[src/logic/synth_ctrl_pkg.sv]
// Constants and carrier types for the synthesizer control logic
package synth_ctrl_pkg;
  // Serial word and latch selection
  localparam int WORD_W = 24;
  localparam logic [1:0] SEL_CTRL = 2'h0;
  localparam logic [1:0] SEL_REF = 2'h1;
  localparam logic [1:0] SEL_FB = 2'h2;
  localparam logic [1:0] SEL_TEST = 2'h3;
  localparam logic [23:0] LATCH_RST = 24'h00_0000;
  // Control latch fields
  localparam int C_PRE_LSB = 22;
  localparam int C_PD1_BIT = 20;
  localparam int C_MUTE_UNTIL_LOCK_BIT = 11;
  localparam int C_MON_LSB = 5;
  // Reference latch fields
  localparam int R_BSC_LSB = 20;
  localparam int R_LDP_BIT = 18;
  localparam int R_ABP_LSB = 16;
  localparam int R_DIV_LSB = 2;
  // Feedback latch fields
  localparam int F_HALF_BIT = 22;
  localparam int F_B_LSB = 8;
  localparam int F_A_LSB = 2;
  // Monitor selections
  localparam logic [2:0] MON_DLOCK = 3'h1;
  localparam logic [2:0] MON_FBDIV = 3'h2;
  localparam logic [2:0] MON_HIGH = 3'h3;
  localparam logic [2:0] MON_REFDIV = 3'h4;
  localparam logic [2:0] MON_ALOCK = 3'h5;
  localparam logic [2:0] MON_SDATA = 3'h6;
  // Timing
  localparam int PCLK_PERIOD_NS = 20;
  localparam int LOCK_ERR_NS = 15;
  localparam int UNLOCK_ERR_NS = 25;
  localparam int LOCK_CYC_LO = 3;
  localparam int LOCK_CYC_HI = 5;
  localparam int BAND_PD_CYC = 5;
  localparam int ABP_BASE_CYC = 1;
  // APB map
  localparam logic [7:0] A_CTRL = 8'h00;
  localparam logic [7:0] A_REF = 8'h04;
  localparam logic [7:0] A_FB = 8'h08;
  localparam logic [7:0] A_STAT = 8'h0C;
  localparam logic [7:0] A_CFG = 8'h10;
  localparam logic CFG_RST = 1'h1;
  typedef struct packed {
    logic band_busy;
    logic dig_lock;
    logic powered;
  } status_t;
endpackage

[src/logic/synth_ctrl.sv]
// Synthesizer digital control: serial latches, dividers, lock detect, band select
//
// Added by the designer: the APB interface to the registers and the register addresses.
`timescale 1ns/1ps
module synth_ctrl (
  // Clock and reset
  input wire logic pclk,
  input wire logic presetn,
  // APB slave
  input wire logic psel,
  input wire logic penable,
  input wire logic pwrite,
  input wire logic [7:0] paddr,
  input wire logic [31:0] pwdata,
  output logic [31:0] prdata,
  output logic pready,
  output logic pslverr,
  // Three-wire serial link
  input wire logic serial_clk,
  input wire logic serial_data,
  input wire logic load_strobe,
  // Reference and prescaler inputs, chip enable
  input wire logic ref_in,
  input wire logic prescaler_in,
  input wire logic chip_enable,
  // Phase detector and analog controls
  output logic pd_up,
  output logic pd_down,
  output logic cp_tristate,
  output logic vtune_on_ref,
  output logic rf_stage_on,
  output logic half_output_divide,
  output logic core_powered,
  // Monitor pin, open drain in analog lock mode
  output logic monitor_output_pin,
  output logic monitor_oe
);
  logic [23:0] shift_q, ctrl_q, ref_q, fb_q;
  logic sclk_q, load_q, refin_q, pre_q, serial_en_q;
  logic [13:0] ref_cnt_q;
  logic [18:0] fb_cnt_q;
  logic ref_pend_q, fb_pend_q;
  logic [7:0] err_q;
  logic [2:0] good_cnt_q;
  logic dig_lock_q;
  logic [2:0] abp_cnt_q;
  logic [2:0] bdiv_q;
  logic [2:0] band_cnt_q;
  logic band_busy_q;
  logic mon_q, mon_oe_q, up_q, dn_q, cpt_q, rfon_q, half_q, pwr_q, vtref_q;
  logic [31:0] prdata_q;
  logic pready_q, pslverr_q;

  // Serial edge detection; pins are synchronous to pclk
  wire sclk_rise = serial_clk & ~sclk_q;
  wire ld_rise = load_strobe & ~load_q & serial_en_q;
  wire [1:0] ld_sel = shift_q[1:0];
  wire ld_ctrl = ld_rise && ld_sel == synth_ctrl_pkg::SEL_CTRL;
  wire ld_ref = ld_rise && ld_sel == synth_ctrl_pkg::SEL_REF;
  wire ld_fb = ld_rise && ld_sel == synth_ctrl_pkg::SEL_FB;

  // Field decode
  wire [1:0] pre_sel = ctrl_q[synth_ctrl_pkg::C_PRE_LSB +: 2];
  wire [2:0] mon_sel = ctrl_q[synth_ctrl_pkg::C_MON_LSB +: 3];
  wire mute_until_lock = ctrl_q[synth_ctrl_pkg::C_MUTE_UNTIL_LOCK_BIT];
  wire [13:0] r_div = ref_q[synth_ctrl_pkg::R_DIV_LSB +: 14];
  wire [1:0] abp_sel = ref_q[synth_ctrl_pkg::R_ABP_LSB +: 2];
  wire lock_precision = ref_q[synth_ctrl_pkg::R_LDP_BIT];
  wire [1:0] bsc = ref_q[synth_ctrl_pkg::R_BSC_LSB +: 2];
  wire [12:0] b_div = fb_q[synth_ctrl_pkg::F_B_LSB +: 13];
  wire [4:0] a_div = fb_q[synth_ctrl_pkg::F_A_LSB +: 5];

  // Prescaler modulus; code 3 also gives 32
  wire [5:0] p_mod = (pre_sel == 2'h0) ? 6'h08 : (pre_sel == 2'h1) ? 6'h10 : 6'h20;
  wire [18:0] n_ratio = 19'(b_div * p_mod) + 19'(a_div);
  wire [18:0] n_lim = (n_ratio == 19'h0_0000) ? 19'h0_0000 : n_ratio - 19'h0_0001;
  wire [13:0] r_lim = (r_div == 14'h0000) ? 14'h0000 : r_div - 14'h0001;

  // Divider ticks; counts edges of the sampled reference and prescaler inputs
  wire ref_edge = ref_in & ~refin_q;
  wire pre_edge = prescaler_in & ~pre_q;
  wire ref_tick = ref_edge && ref_cnt_q >= r_lim;
  wire fb_tick = pre_edge && fb_cnt_q >= n_lim;

  // Phase error in pclk cycles, known when the later of the two ticks arrives
  wire idle_pd = ~ref_pend_q & ~fb_pend_q;
  wire both_now = ref_tick & fb_tick & idle_pd;
  wire pd_done = both_now | (ref_pend_q & fb_tick) | (fb_pend_q & ref_tick);
  wire [7:0] err_now = both_now ? 8'h00 : err_q;
  wire [15:0] err_ns = 16'(err_now) * 16'(synth_ctrl_pkg::PCLK_PERIOD_NS);
  wire err_good = pd_done && err_ns < 16'(synth_ctrl_pkg::LOCK_ERR_NS);
  wire err_bad = pd_done && err_ns > 16'(synth_ctrl_pkg::UNLOCK_ERR_NS);
  wire [2:0] lock_need = lock_precision ? 3'(synth_ctrl_pkg::LOCK_CYC_HI)
                             : 3'(synth_ctrl_pkg::LOCK_CYC_LO);

  // Band clock divider mask: 1, 2, 4 or 8
  wire [2:0] bmask = 3'((4'h1 << bsc) - 4'h1);
  wire band_tick = ref_tick && (bdiv_q & bmask) == bmask;

  // APB decode
  wire apb_setup = psel & ~penable;
  wire apb_wr = psel & penable & pready_q & pwrite;
  wire a_hit = paddr == synth_ctrl_pkg::A_CTRL || paddr == synth_ctrl_pkg::A_REF
            || paddr == synth_ctrl_pkg::A_FB || paddr == synth_ctrl_pkg::A_STAT
            || paddr == synth_ctrl_pkg::A_CFG;
  synth_ctrl_pkg::status_t stat;
  assign stat = '{band_busy: band_busy_q, dig_lock: dig_lock_q, powered: pwr_q};
  wire [31:0] rd_mux = (paddr == synth_ctrl_pkg::A_CTRL) ? {8'h00, ctrl_q}
                     : (paddr == synth_ctrl_pkg::A_REF) ? {8'h00, ref_q}
                     : (paddr == synth_ctrl_pkg::A_FB) ? {8'h00, fb_q}
                     : (paddr == synth_ctrl_pkg::A_STAT) ? {29'h0000_0000, stat}
                     : (paddr == synth_ctrl_pkg::A_CFG) ? {31'h0000_0000, serial_en_q}
                     : 32'h0000_0000;

  // Monitor selection; analog lock drives low only while the detector pulses differ
  wire alock_low = up_q ^ dn_q;
  wire mon_d = (mon_sel == synth_ctrl_pkg::MON_DLOCK) ? dig_lock_q
             : (mon_sel == synth_ctrl_pkg::MON_FBDIV) ? fb_tick
             : (mon_sel == synth_ctrl_pkg::MON_HIGH) ? 1'b1
             : (mon_sel == synth_ctrl_pkg::MON_REFDIV) ? ref_tick
             : (mon_sel == synth_ctrl_pkg::MON_SDATA) ? shift_q[23]
             : 1'b0;
  wire is_alock = mon_sel == synth_ctrl_pkg::MON_ALOCK;

  // Serial shift register and pin edge-detect flops
  always_ff @(posedge pclk or negedge presetn)
  begin
    if (!presetn)
    begin
      shift_q <= synth_ctrl_pkg::LATCH_RST;
      sclk_q <= 1'b0;
      load_q <= 1'b0;
    end
    else
    begin
      sclk_q <= serial_clk;
      load_q <= load_strobe;
      if (sclk_rise)
        shift_q <= {shift_q[22:0], serial_data};
    end
  end

  // Test latch words are dropped; other latches change only on their own load
  always_ff @(posedge pclk or negedge presetn)
  begin
    if (!presetn)
    begin
      ctrl_q <= synth_ctrl_pkg::LATCH_RST;
      ref_q <= synth_ctrl_pkg::LATCH_RST;
      fb_q <= synth_ctrl_pkg::LATCH_RST;
    end
    else
    begin
      if (ld_ctrl)
        ctrl_q <= shift_q;
      if (ld_ref)
        ref_q <= shift_q;
      if (ld_fb)
        fb_q <= shift_q;
    end
  end

  // Reference and feedback dividers
  always_ff @(posedge pclk or negedge presetn)
  begin
    if (!presetn)
    begin
      refin_q <= 1'b0;
      pre_q <= 1'b0;
      ref_cnt_q <= 14'h0000;
      fb_cnt_q <= 19'h0_0000;
    end
    else
    begin
      refin_q <= ref_in;
      pre_q <= prescaler_in;
      if (ref_edge)
        ref_cnt_q <= ref_tick ? 14'h0000 : ref_cnt_q + 14'h0001;
      if (pre_edge)
        fb_cnt_q <= fb_tick ? 19'h0_0000 : fb_cnt_q + 19'h0_0001;
    end
  end

  // Phase error measurement and digital lock detect
  always_ff @(posedge pclk or negedge presetn)
  begin
    if (!presetn)
    begin
      ref_pend_q <= 1'b0;
      fb_pend_q <= 1'b0;
      err_q <= 8'h00;
      good_cnt_q <= 3'h0;
      dig_lock_q <= 1'b0;
    end
    else
    begin
      if (pd_done)
      begin
        ref_pend_q <= 1'b0;
        fb_pend_q <= 1'b0;
        err_q <= 8'h00;
      end
      else if (idle_pd)
      begin
        ref_pend_q <= ref_tick;
        fb_pend_q <= fb_tick;
        err_q <= {7'h00, ref_tick | fb_tick};
      end
      else if (err_q != 8'hFF)
        err_q <= err_q + 8'h01;
      if (pd_done)
        good_cnt_q <= !err_good ? 3'h0 : (good_cnt_q == lock_need) ? good_cnt_q
                    : good_cnt_q + 3'h1;
      if (err_bad)
        dig_lock_q <= 1'b0;
      else if (err_good && good_cnt_q + 3'h1 >= lock_need)
        dig_lock_q <= 1'b1;
    end
  end

  // Up and down pulses reset together after the antibacklash delay
  always_ff @(posedge pclk or negedge presetn)
  begin
    if (!presetn)
    begin
      up_q <= 1'b0;
      dn_q <= 1'b0;
      abp_cnt_q <= 3'h0;
    end
    else if (up_q && dn_q)
    begin
      abp_cnt_q <= abp_cnt_q + 3'h1;
      if (abp_cnt_q >= 3'(abp_sel) + 3'(synth_ctrl_pkg::ABP_BASE_CYC) - 3'h1)
      begin
        up_q <= 1'b0;
        dn_q <= 1'b0;
        abp_cnt_q <= 3'h0;
      end
    end
    else
    begin
      up_q <= up_q | ref_tick;
      dn_q <= dn_q | fb_tick;
    end
  end

  // Band selection: busy from power-up, restarted by every feedback load
  always_ff @(posedge pclk or negedge presetn)
  begin
    if (!presetn)
    begin
      bdiv_q <= 3'h0;
      band_cnt_q <= 3'h0;
      band_busy_q <= 1'b1;
    end
    else
    begin
      if (ref_tick)
        bdiv_q <= bdiv_q + 3'h1;
      if (ld_fb)
      begin
        band_busy_q <= 1'b1;
        band_cnt_q <= 3'h0;
      end
      else if (band_busy_q && band_tick)
      begin
        band_cnt_q <= band_cnt_q + 3'h1;
        if (band_cnt_q == 3'(synth_ctrl_pkg::BAND_PD_CYC - 1))
        begin
          band_busy_q <= 1'b0;
          band_cnt_q <= 3'h0;
        end
      end
    end
  end

  // Output stage, power and monitor flops
  always_ff @(posedge pclk or negedge presetn)
  begin
    if (!presetn)
    begin
      mon_q <= 1'b0;
      mon_oe_q <= 1'b0;
      cpt_q <= 1'b1;
      rfon_q <= 1'b0;
      half_q <= 1'b0;
      pwr_q <= 1'b0;
      vtref_q <= 1'b0;
    end
    else
    begin
      mon_q <= is_alock ? 1'b0 : mon_d;
      mon_oe_q <= is_alock ? alock_low : 1'b1;
      cpt_q <= ~chip_enable;
      pwr_q <= chip_enable & ~ctrl_q[synth_ctrl_pkg::C_PD1_BIT];
      rfon_q <= pwr_q & ~(mute_until_lock & ~dig_lock_q);
      half_q <= fb_q[synth_ctrl_pkg::F_HALF_BIT];
      vtref_q <= band_busy_q;
    end
  end

  // APB slave: no wait states, data captured in the setup cycle
  always_ff @(posedge pclk or negedge presetn)
  begin
    if (!presetn)
    begin
      prdata_q <= 32'h0000_0000;
      pready_q <= 1'b0;
      pslverr_q <= 1'b0;
      serial_en_q <= synth_ctrl_pkg::CFG_RST;
    end
    else
    begin
      pready_q <= apb_setup;
      pslverr_q <= apb_setup & ~a_hit;
      if (apb_setup)
        prdata_q <= pwrite ? 32'h0000_0000 : rd_mux;
      if (apb_wr && paddr == synth_ctrl_pkg::A_CFG)
        serial_en_q <= pwdata[0];
    end
  end

  assign prdata = prdata_q;
  assign pready = pready_q;
  assign pslverr = pslverr_q;
  assign pd_up = up_q;
  assign pd_down = dn_q;
  assign cp_tristate = cpt_q;
  assign vtune_on_ref = vtref_q;
  assign rf_stage_on = rfon_q;
  assign half_output_divide = half_q;
  assign core_powered = pwr_q;
  assign monitor_output_pin = mon_q;
  assign monitor_oe = mon_oe_q;
endmodule

[config.mk]
export PLATFORM = sky130hd
export DESIGN_NAME = synth_ctrl
export DESIGN_NICKNAME = d
export VERILOG_FILES = /design/src/logic/synth_ctrl_pkg.sv /design/src/logic/synth_ctrl.sv
export SDC_FILE = /design/constraint.sdc
export NUM_CORES = 1
export LEC_CHECK = 0
export ABC_CLOCK_PERIOD_IN_PS = 7280
export BUFFER_PORTS_ARGS = -buffer_cell sky130_fd_sc_hd__clkbuf_2
export CAP_MARGIN = 25
export CORE_AREA = 2 2 187 189
export DETAILED_ROUTE_END_ITERATION = 8
export DIE_AREA = 0 0 189 191
export GPL_ROUTABILITY_DRIVEN = 0
export PLACE_DENSITY_LB_ADDON = 0.1
export SETUP_SLACK_MARGIN = 0.2
export SLEW_MARGIN = 20
export SYNTH_ARGS = -nofsm -noshare
export SYNTH_HDL_FRONTEND = slang
export SYNTH_SLANG_ARGS = --single-unit
[constraint.sdc]
create_clock -name pclk -period 7.28 [get_ports pclk]
set_input_delay 1.456 -clock pclk [delete_from_list [all_inputs] [get_ports pclk]]
set_output_delay 1.456 -clock pclk [all_outputs]
set_load 0.005 [all_outputs]
== After elaboration in Yosys (flattened, before gate mapping) ==
Cells that the tools add are included.
Word-level totals
  bits in registers: 201
  input port bits: 51
  output and inout bits: 43
  word-level logic and storage cells: 180
Operators by class
  $add $sub $neg: 13
  $mul: 2
  magnitude comparators: 6
  equality and inequality tests: 19
  shifts and indexed selects: 1
  mux-type cells: 42
  bitwise gates (word level): 37
  reduce and logical (&&, ||, !) cells: 28
Operators with widths (count)
  $mux W24: 4
  $mux W19: 2
  $mux W8: 4
  $mux W14: 2
  $mux W3: 8
  $mux W1: 20
  $add A19 B1 Y19 const B: 1
  $add A19 B5 Y19: 1
  $ge A19 B19 Y1: 1
  $logic_not A19 Y1: 1
  $mul A13 B6 Y19: 1
  $sub A19 B1 Y19 const B: 1
  $and A1 B1 Y1: 18
  $eq A8 B4 Y1 const B: 2
  $add A14 B1 Y14 const B: 1
  $ge A14 B14 Y1: 1
  $logic_not A14 Y1: 1
  $sub A14 B1 Y14 const B: 1
  $gt A13 B5 Y1 const B: 1
  $lt A13 B4 Y1 const B: 1
  $add A3 B1 Y3 const B: 4
  $eq A3 B3 Y1 const B: 4
  $logic_and A1 B1 Y1: 12
  $mux W6: 2
  other kinds (26): 54

== Logic depth before layout (Yosys ltp) ==
  depth after elaboration: 18
  gate-level depth with buffers: 38
  depth with buffers taken out: 35

== Worst setup path after synthesis ==
Ideal clock, no wire load.
  path type: flip-flop to flip-flop
  start: register ctrl_q[23]
  end: register good_cnt_q[1]
  setup time: 67 ps
  arrival time: 7746 ps
  required time: 7213 ps
  setup slack: -533 ps
  stages on the path, launching flop included: 37
  path buffers: 3
  period minus slack after synthesis: 7813 ps
  path through: dfrtp_1 nor2b_1 clkbuf_1 nand2_1 fa_1 inv_1 ha_1 ha_1 ha_1 ha_1 and3_4 a21oi_4 xor2_2 o2111ai_2 or4_1 buf_2 nor2b_4 nand3_4 buf_6 nand2_2 ha_1 nand4_1 a211oi_1 o31ai_1 a21oi_1 nand3_1 and2_1 ha_1 ha_1 fa_1 or2_2 a21oi_1 nand2b_1 nor3_1 a31oi_1 nor2b_1 a32o_1
Between the ends
  longest elaborated chain between the ends: 17
  elaborated cells between the ends (all ways): 23
  classes of those cells: add/sub: 2; mul: 2; order compare: 2; eq/ne: 2; mux: 5; bitwise: 5; reduce/logical: 5
Ends and longest elaborated chain
  start: declaration: line synth_ctrl.sv:38  | logic [23:0] shift_q, ctrl_q, ref_q, fb_q;
  start signal: assignment: line synth_ctrl.sv:148  | ctrl_q <= synth_ctrl_pkg::LATCH_RST;
  start signal: assignment: line synth_ctrl.sv:155  | ctrl_q <= shift_q;
  $eq A2 B1 Y1: line synth_ctrl.sv:74  | wire [5:0] p_mod = (pre_sel == 2'h0) ? 6'h08 : (pre_sel == 2'h1) ? 6'h10 : 6'h20;
  $mux W6: line synth_ctrl.sv:74
  $mux W6 *: line synth_ctrl.sv:74
  $mul A13 B6 Y19 *: line synth_ctrl.sv:75  | wire [18:0] n_ratio = 19'(b_div * p_mod) + 19'(a_div);
  $add A19 B5 Y19 *: line synth_ctrl.sv:75
  $sub A19 B1 Y19 or $logic_not A19 Y1 (tied branches): line synth_ctrl.sv:76  | wire [18:0] n_lim = (n_ratio == 19'h0_0000) ? 19'h0_0000 : n_ratio - 19'h0_0001;
  $mux W19 *: line synth_ctrl.sv:76
  $ge A19 B19 Y1 *: line synth_ctrl.sv:83  | wire fb_tick = pre_edge && fb_cnt_q >= n_lim;
  $logic_and A1 B1 Y1 *: line synth_ctrl.sv:83
  $and A1 B1 Y1 (2 in a row): line synth_ctrl.sv:87  | wire both_now = ref_tick & fb_tick & idle_pd;
  $mux W8: line synth_ctrl.sv:89  | wire [7:0] err_now = both_now ? 8'h00 : err_q;
  $mul A8 B3 Y11: line synth_ctrl.sv:90  | wire [15:0] err_ns = 16'(err_now) * 16'(synth_ctrl_pkg::PCLK_PERIOD_NS);
  $lt A13 B4 Y1: line synth_ctrl.sv:91  | wire err_good = pd_done && err_ns < 16'(synth_ctrl_pkg::LOCK_ERR_NS);
  $logic_and A1 B1 Y1: line synth_ctrl.sv:91
  $ne A2 B2 Y1 (no source line)
  $reduce_and A2 Y1 (no source line)
  end signal: assignment: line synth_ctrl.sv:212  | good_cnt_q <= !err_good ? 3'h0 : (good_cnt_q == lock_need) ? good_cnt_q
  end: declaration: line synth_ctrl.sv:44  | logic [2:0] good_cnt_q;
Mark *: on every way between the ends. The rest lies on a longest branch, timed or not.
A chain may end at the register's enable or synchronous reset.

== Final worst setup path ==
  start: register ctrl_q[22]
  end: register good_cnt_q[1]
Same word-level chain as after synthesis.

==> summary.txt <==
min Tclk post-route - 7380 ps
largest net degree at the start of global routing - 91
switch share - 31.2%
Slew Viols, Final - 0
vias in the first global route - 8944
largest delay contributor family on the critical path - simple AND/OR/NAND/NOR gates
clock buffer depth - 2
Combinational Power Share - 19.3%
CTS tree - built
first-pass GRT wire length - 48300 um
IO Pins - 94
GRT Residual Overflow - 0
Post-Route WL - 29000 um
Initial Util - 34.4%
syn_area_per_cell - 9.91 sq um
biggest cell delay along the critical path - 560 ps
Post-synth top flop - dfrtp_1
Worst-Skew Late Latency - 460 ps
fin worst setup slack - -99.3 ps
Global Route Usage Sum - 17.0%
layout cells sized above 1 - 28.1%
leakage power - 7.14 nW
CTS Sinks - 193
Slowest cell on crit path - or4_4
CP Class - reg2reg
Worst EP arrival - 7770 ps
dpl ws - -471 ps
Die X-Extent - 189 um
CORE AREA - 34100 sq um
Critical Path Start Type - flip-flop
Avg WL per Cell - 16.3 um
Die Height - 191 um
TritonRoute pass-1 iters - 4
initial antenna violation count - 1
Synth Register Bits - 193
number of synthesized flops with an enable pin - 0
Finish-stage setup viols - 3
internal power - 1.91 mW
multi-input logic area - 7270 sq um
Hold Crit Class - reg2reg
Die Area - 36100 sq um
Final ANT Viol Nets - 0
f_max - 0.136 GHz
CTS Root Cell - clkbuf_16
outcome - finished, violations left
failing checks - setup timing
Post-route DRC - 0
CP most frequent cell - ha_4
Worst-path clk slew - 80 ps
max-cap check violation count - 0
via count - 8677
Mapped Cells - 1183
clock share of power - 33.5%
H-Tree Depth - 4
clock buffer count from CTS - 17
yosys synthesis warning count - 0
fraction of registers with async set/reset - 100%
Final period util - 101%
sw power - 0.864 mW
Worst Tran Pin Value - 791 ps
Rows - 68
register area - 4840 sq um
Slew headroom - 47.0%
Clock Skews - 12.5 ps
Power Density - 191 nW/um^2
final core utilization - 42.5%
# fillers - 3346
hpwl dp - 20900 um
crit path max fanout - 8
setup TNS - -183 ps
Hold-fix buffers, CTS - 0
worst path required time - 7670 ps
Final Hold Viols - 0
synthesized area - 11700 sq um
CP Capture Type - flip-flop
Worst IR Drop VDD - 0.182 mV
Antenna diodes - 0
Final nets - 1486
DR iter-0 viols - 336
IO Port Bufs - 54
RSZ-0062 raised after global routing - yes
Syn-to-layout area delta - 23.8%
Buf/Inv on CP - 4
library cells used by synthesis - 63
sequential fraction of the synthesis area - 41.2%
vias per cell - 4.86
Seq pwr share - 47.2%
## kinds of logic (layout without fill, tap and decap cells)
group	Yosys count	in the layout	share of synthesized area, %
buffers and inverters	91	229	3.41
adder cells (fa/ha/maj)	119	119	13.6
XOR/XNOR	68	68	5.14
other	1	8	0.0320
AO/OA/AOI/OAI	183	183	9.81
flip-flops	193	193	41.2
multiplexers	95	95	9.14
AND/OR/NAND/NOR	433	434	17.6
## final cells by class
cell class | instances | area share, %
Clock inverter | 12 | 0.862
Sequential cell | 193 | 33.3
Tap cell | 455 | 3.92
Clock buffer | 20 | 3.01
Inverter | 40 | 1.03
Timing Repair Buffer | 157 | 7.79
Multi-Input combinational cell | 907 | 50.1
## final timing paths
check	start	endpoint	slack, ps	cells past startpoint
max	ctrl_q[22]	good_cnt_q[1]	-100	37
min	fb_q[22]	half_output_divide	430	0
max reg2reg	ctrl_q[22]	good_cnt_q[1]	-100	37
min reg2reg	fb_q[22]	half_output_divide	430	0
max in group asynchronous	presetn	ctrl_q[22]	4900	2
min in group asynchronous	presetn	prdata[12]	1070	1
## layer usage
metal	GRT usage, %	vias up	wire length (um)
li1	-	4369	-
met1	23.4	4239	14200
met2	27.7	48	13800
met3	3.07	19	700
met4	3.94	2	284
met5	0	-	13
## Yosys cell counts, drive strengths merged (2+ instances only)
library cell | n | share of area, %
a211oi | 6 | 0.38
a21boi | 2 | 0.16
a21o | 11 | 0.70
a21oi | 44 | 2.0
a22o | 26 | 1.9
a22oi | 2 | 0.13
a31oi | 7 | 0.37
and2 | 21 | 1.1
and3 | 19 | 1.1
and4 | 3 | 0.22
buf | 15 | 0.98
clkbuf | 36 | 1.2
dfrtp | 190 | 41
dfstp | 3 | 0.67
fa | 14 | 2.4
ha | 105 | 11
inv | 40 | 1.3
mux2 | 67 | 6.4
mux2i | 25 | 2.1
mux4 | 3 | 0.58
nand2 | 196 | 6.4
nand2b | 12 | 0.64
nand3 | 25 | 1.2
nand3b | 3 | 0.19
nand4 | 17 | 0.91
nor2 | 81 | 2.6
nor2b | 14 | 0.81
nor3 | 13 | 0.55
nor3b | 5 | 0.42
nor4 | 6 | 0.32
o2111ai | 3 | 0.28
o21a | 2 | 0.13
o21ai | 66 | 2.8
o21bai | 3 | 0.19
o22ai | 2 | 0.11
o31ai | 6 | 0.38
or2 | 3 | 0.16
or3 | 5 | 0.31
or4 | 5 | 0.32
xnor2 | 28 | 2.1
xor2 | 40 | 3.1
## layout by cell type, fill, tap and decap left out, types with 9 or more instances in the layout
master / n
buf_4: 90
nand4_1: 17
clkbuf_16: 17
a21oi_1: 37
nor2_1: 75
clkbuf_2: 53
nand3_1: 21
a22o_1: 26
nand2_2: 12
ha_1: 76
nand2b_1: 11
and2_1: 18
nor2b_1: 11
xnor2_1: 24
fa_1: 13
dfrtp_1: 188
nand2_1: 181
ha_4: 27
xor2_1: 38
and3_1: 17
mux2i_1: 25
a21o_1: 11
o21ai_0: 60
mux2_2: 66
inv_1: 39
buf_6: 9
## through the flow
step | hold WS (ps) | cells | total power [mW] | cell area, sq um
after floorplan | 374 | 1190 | 1.65 | 12000
after global placement | 396 | 1732 | 1.84 | 13200
after detailed placement | 407 | 1732 | 1.84 | 13200
after CTS | 432 | 1775 | 2.82 | 14100
after global routing | 444 | 1784 | 2.96 | 14500
final | 426 | 1784 | 2.77 | 14500
## power groups by stage
stage	clock network [mW]	logic [mW]	registers, mW
after floorplan	0	0.368	1.28
after global routing	1.00	0.620	1.33
after CTS	0.965	0.541	1.31
after detailed placement	0	0.516	1.33
final	0.929	0.536	1.31
after global placement	0	0.509	1.33
## flip-flops by register name, summed over array words and instances, names as in the netlist, 3 cells and up
signal,flops
ctrl_q,24
err_q,8
abp_cnt_q,3
fb_cnt_q,19
band_cnt_q,3
ref_q,24
good_cnt_q,3
ref_cnt_q,14
prdata,24
shift_q,24
bdiv_q,3
fb_q,24
## what timing repair did
item | 4_1_cts | 5_1_grt
gates cloned | 1 | 0
setup buffers | 10 | 7
pin swaps | 23 | 53
gates resized for setup | 40 | 47
setup endpoints to repair | 4 | 4
Note: power is estimated with default switching activity, not from simulation.
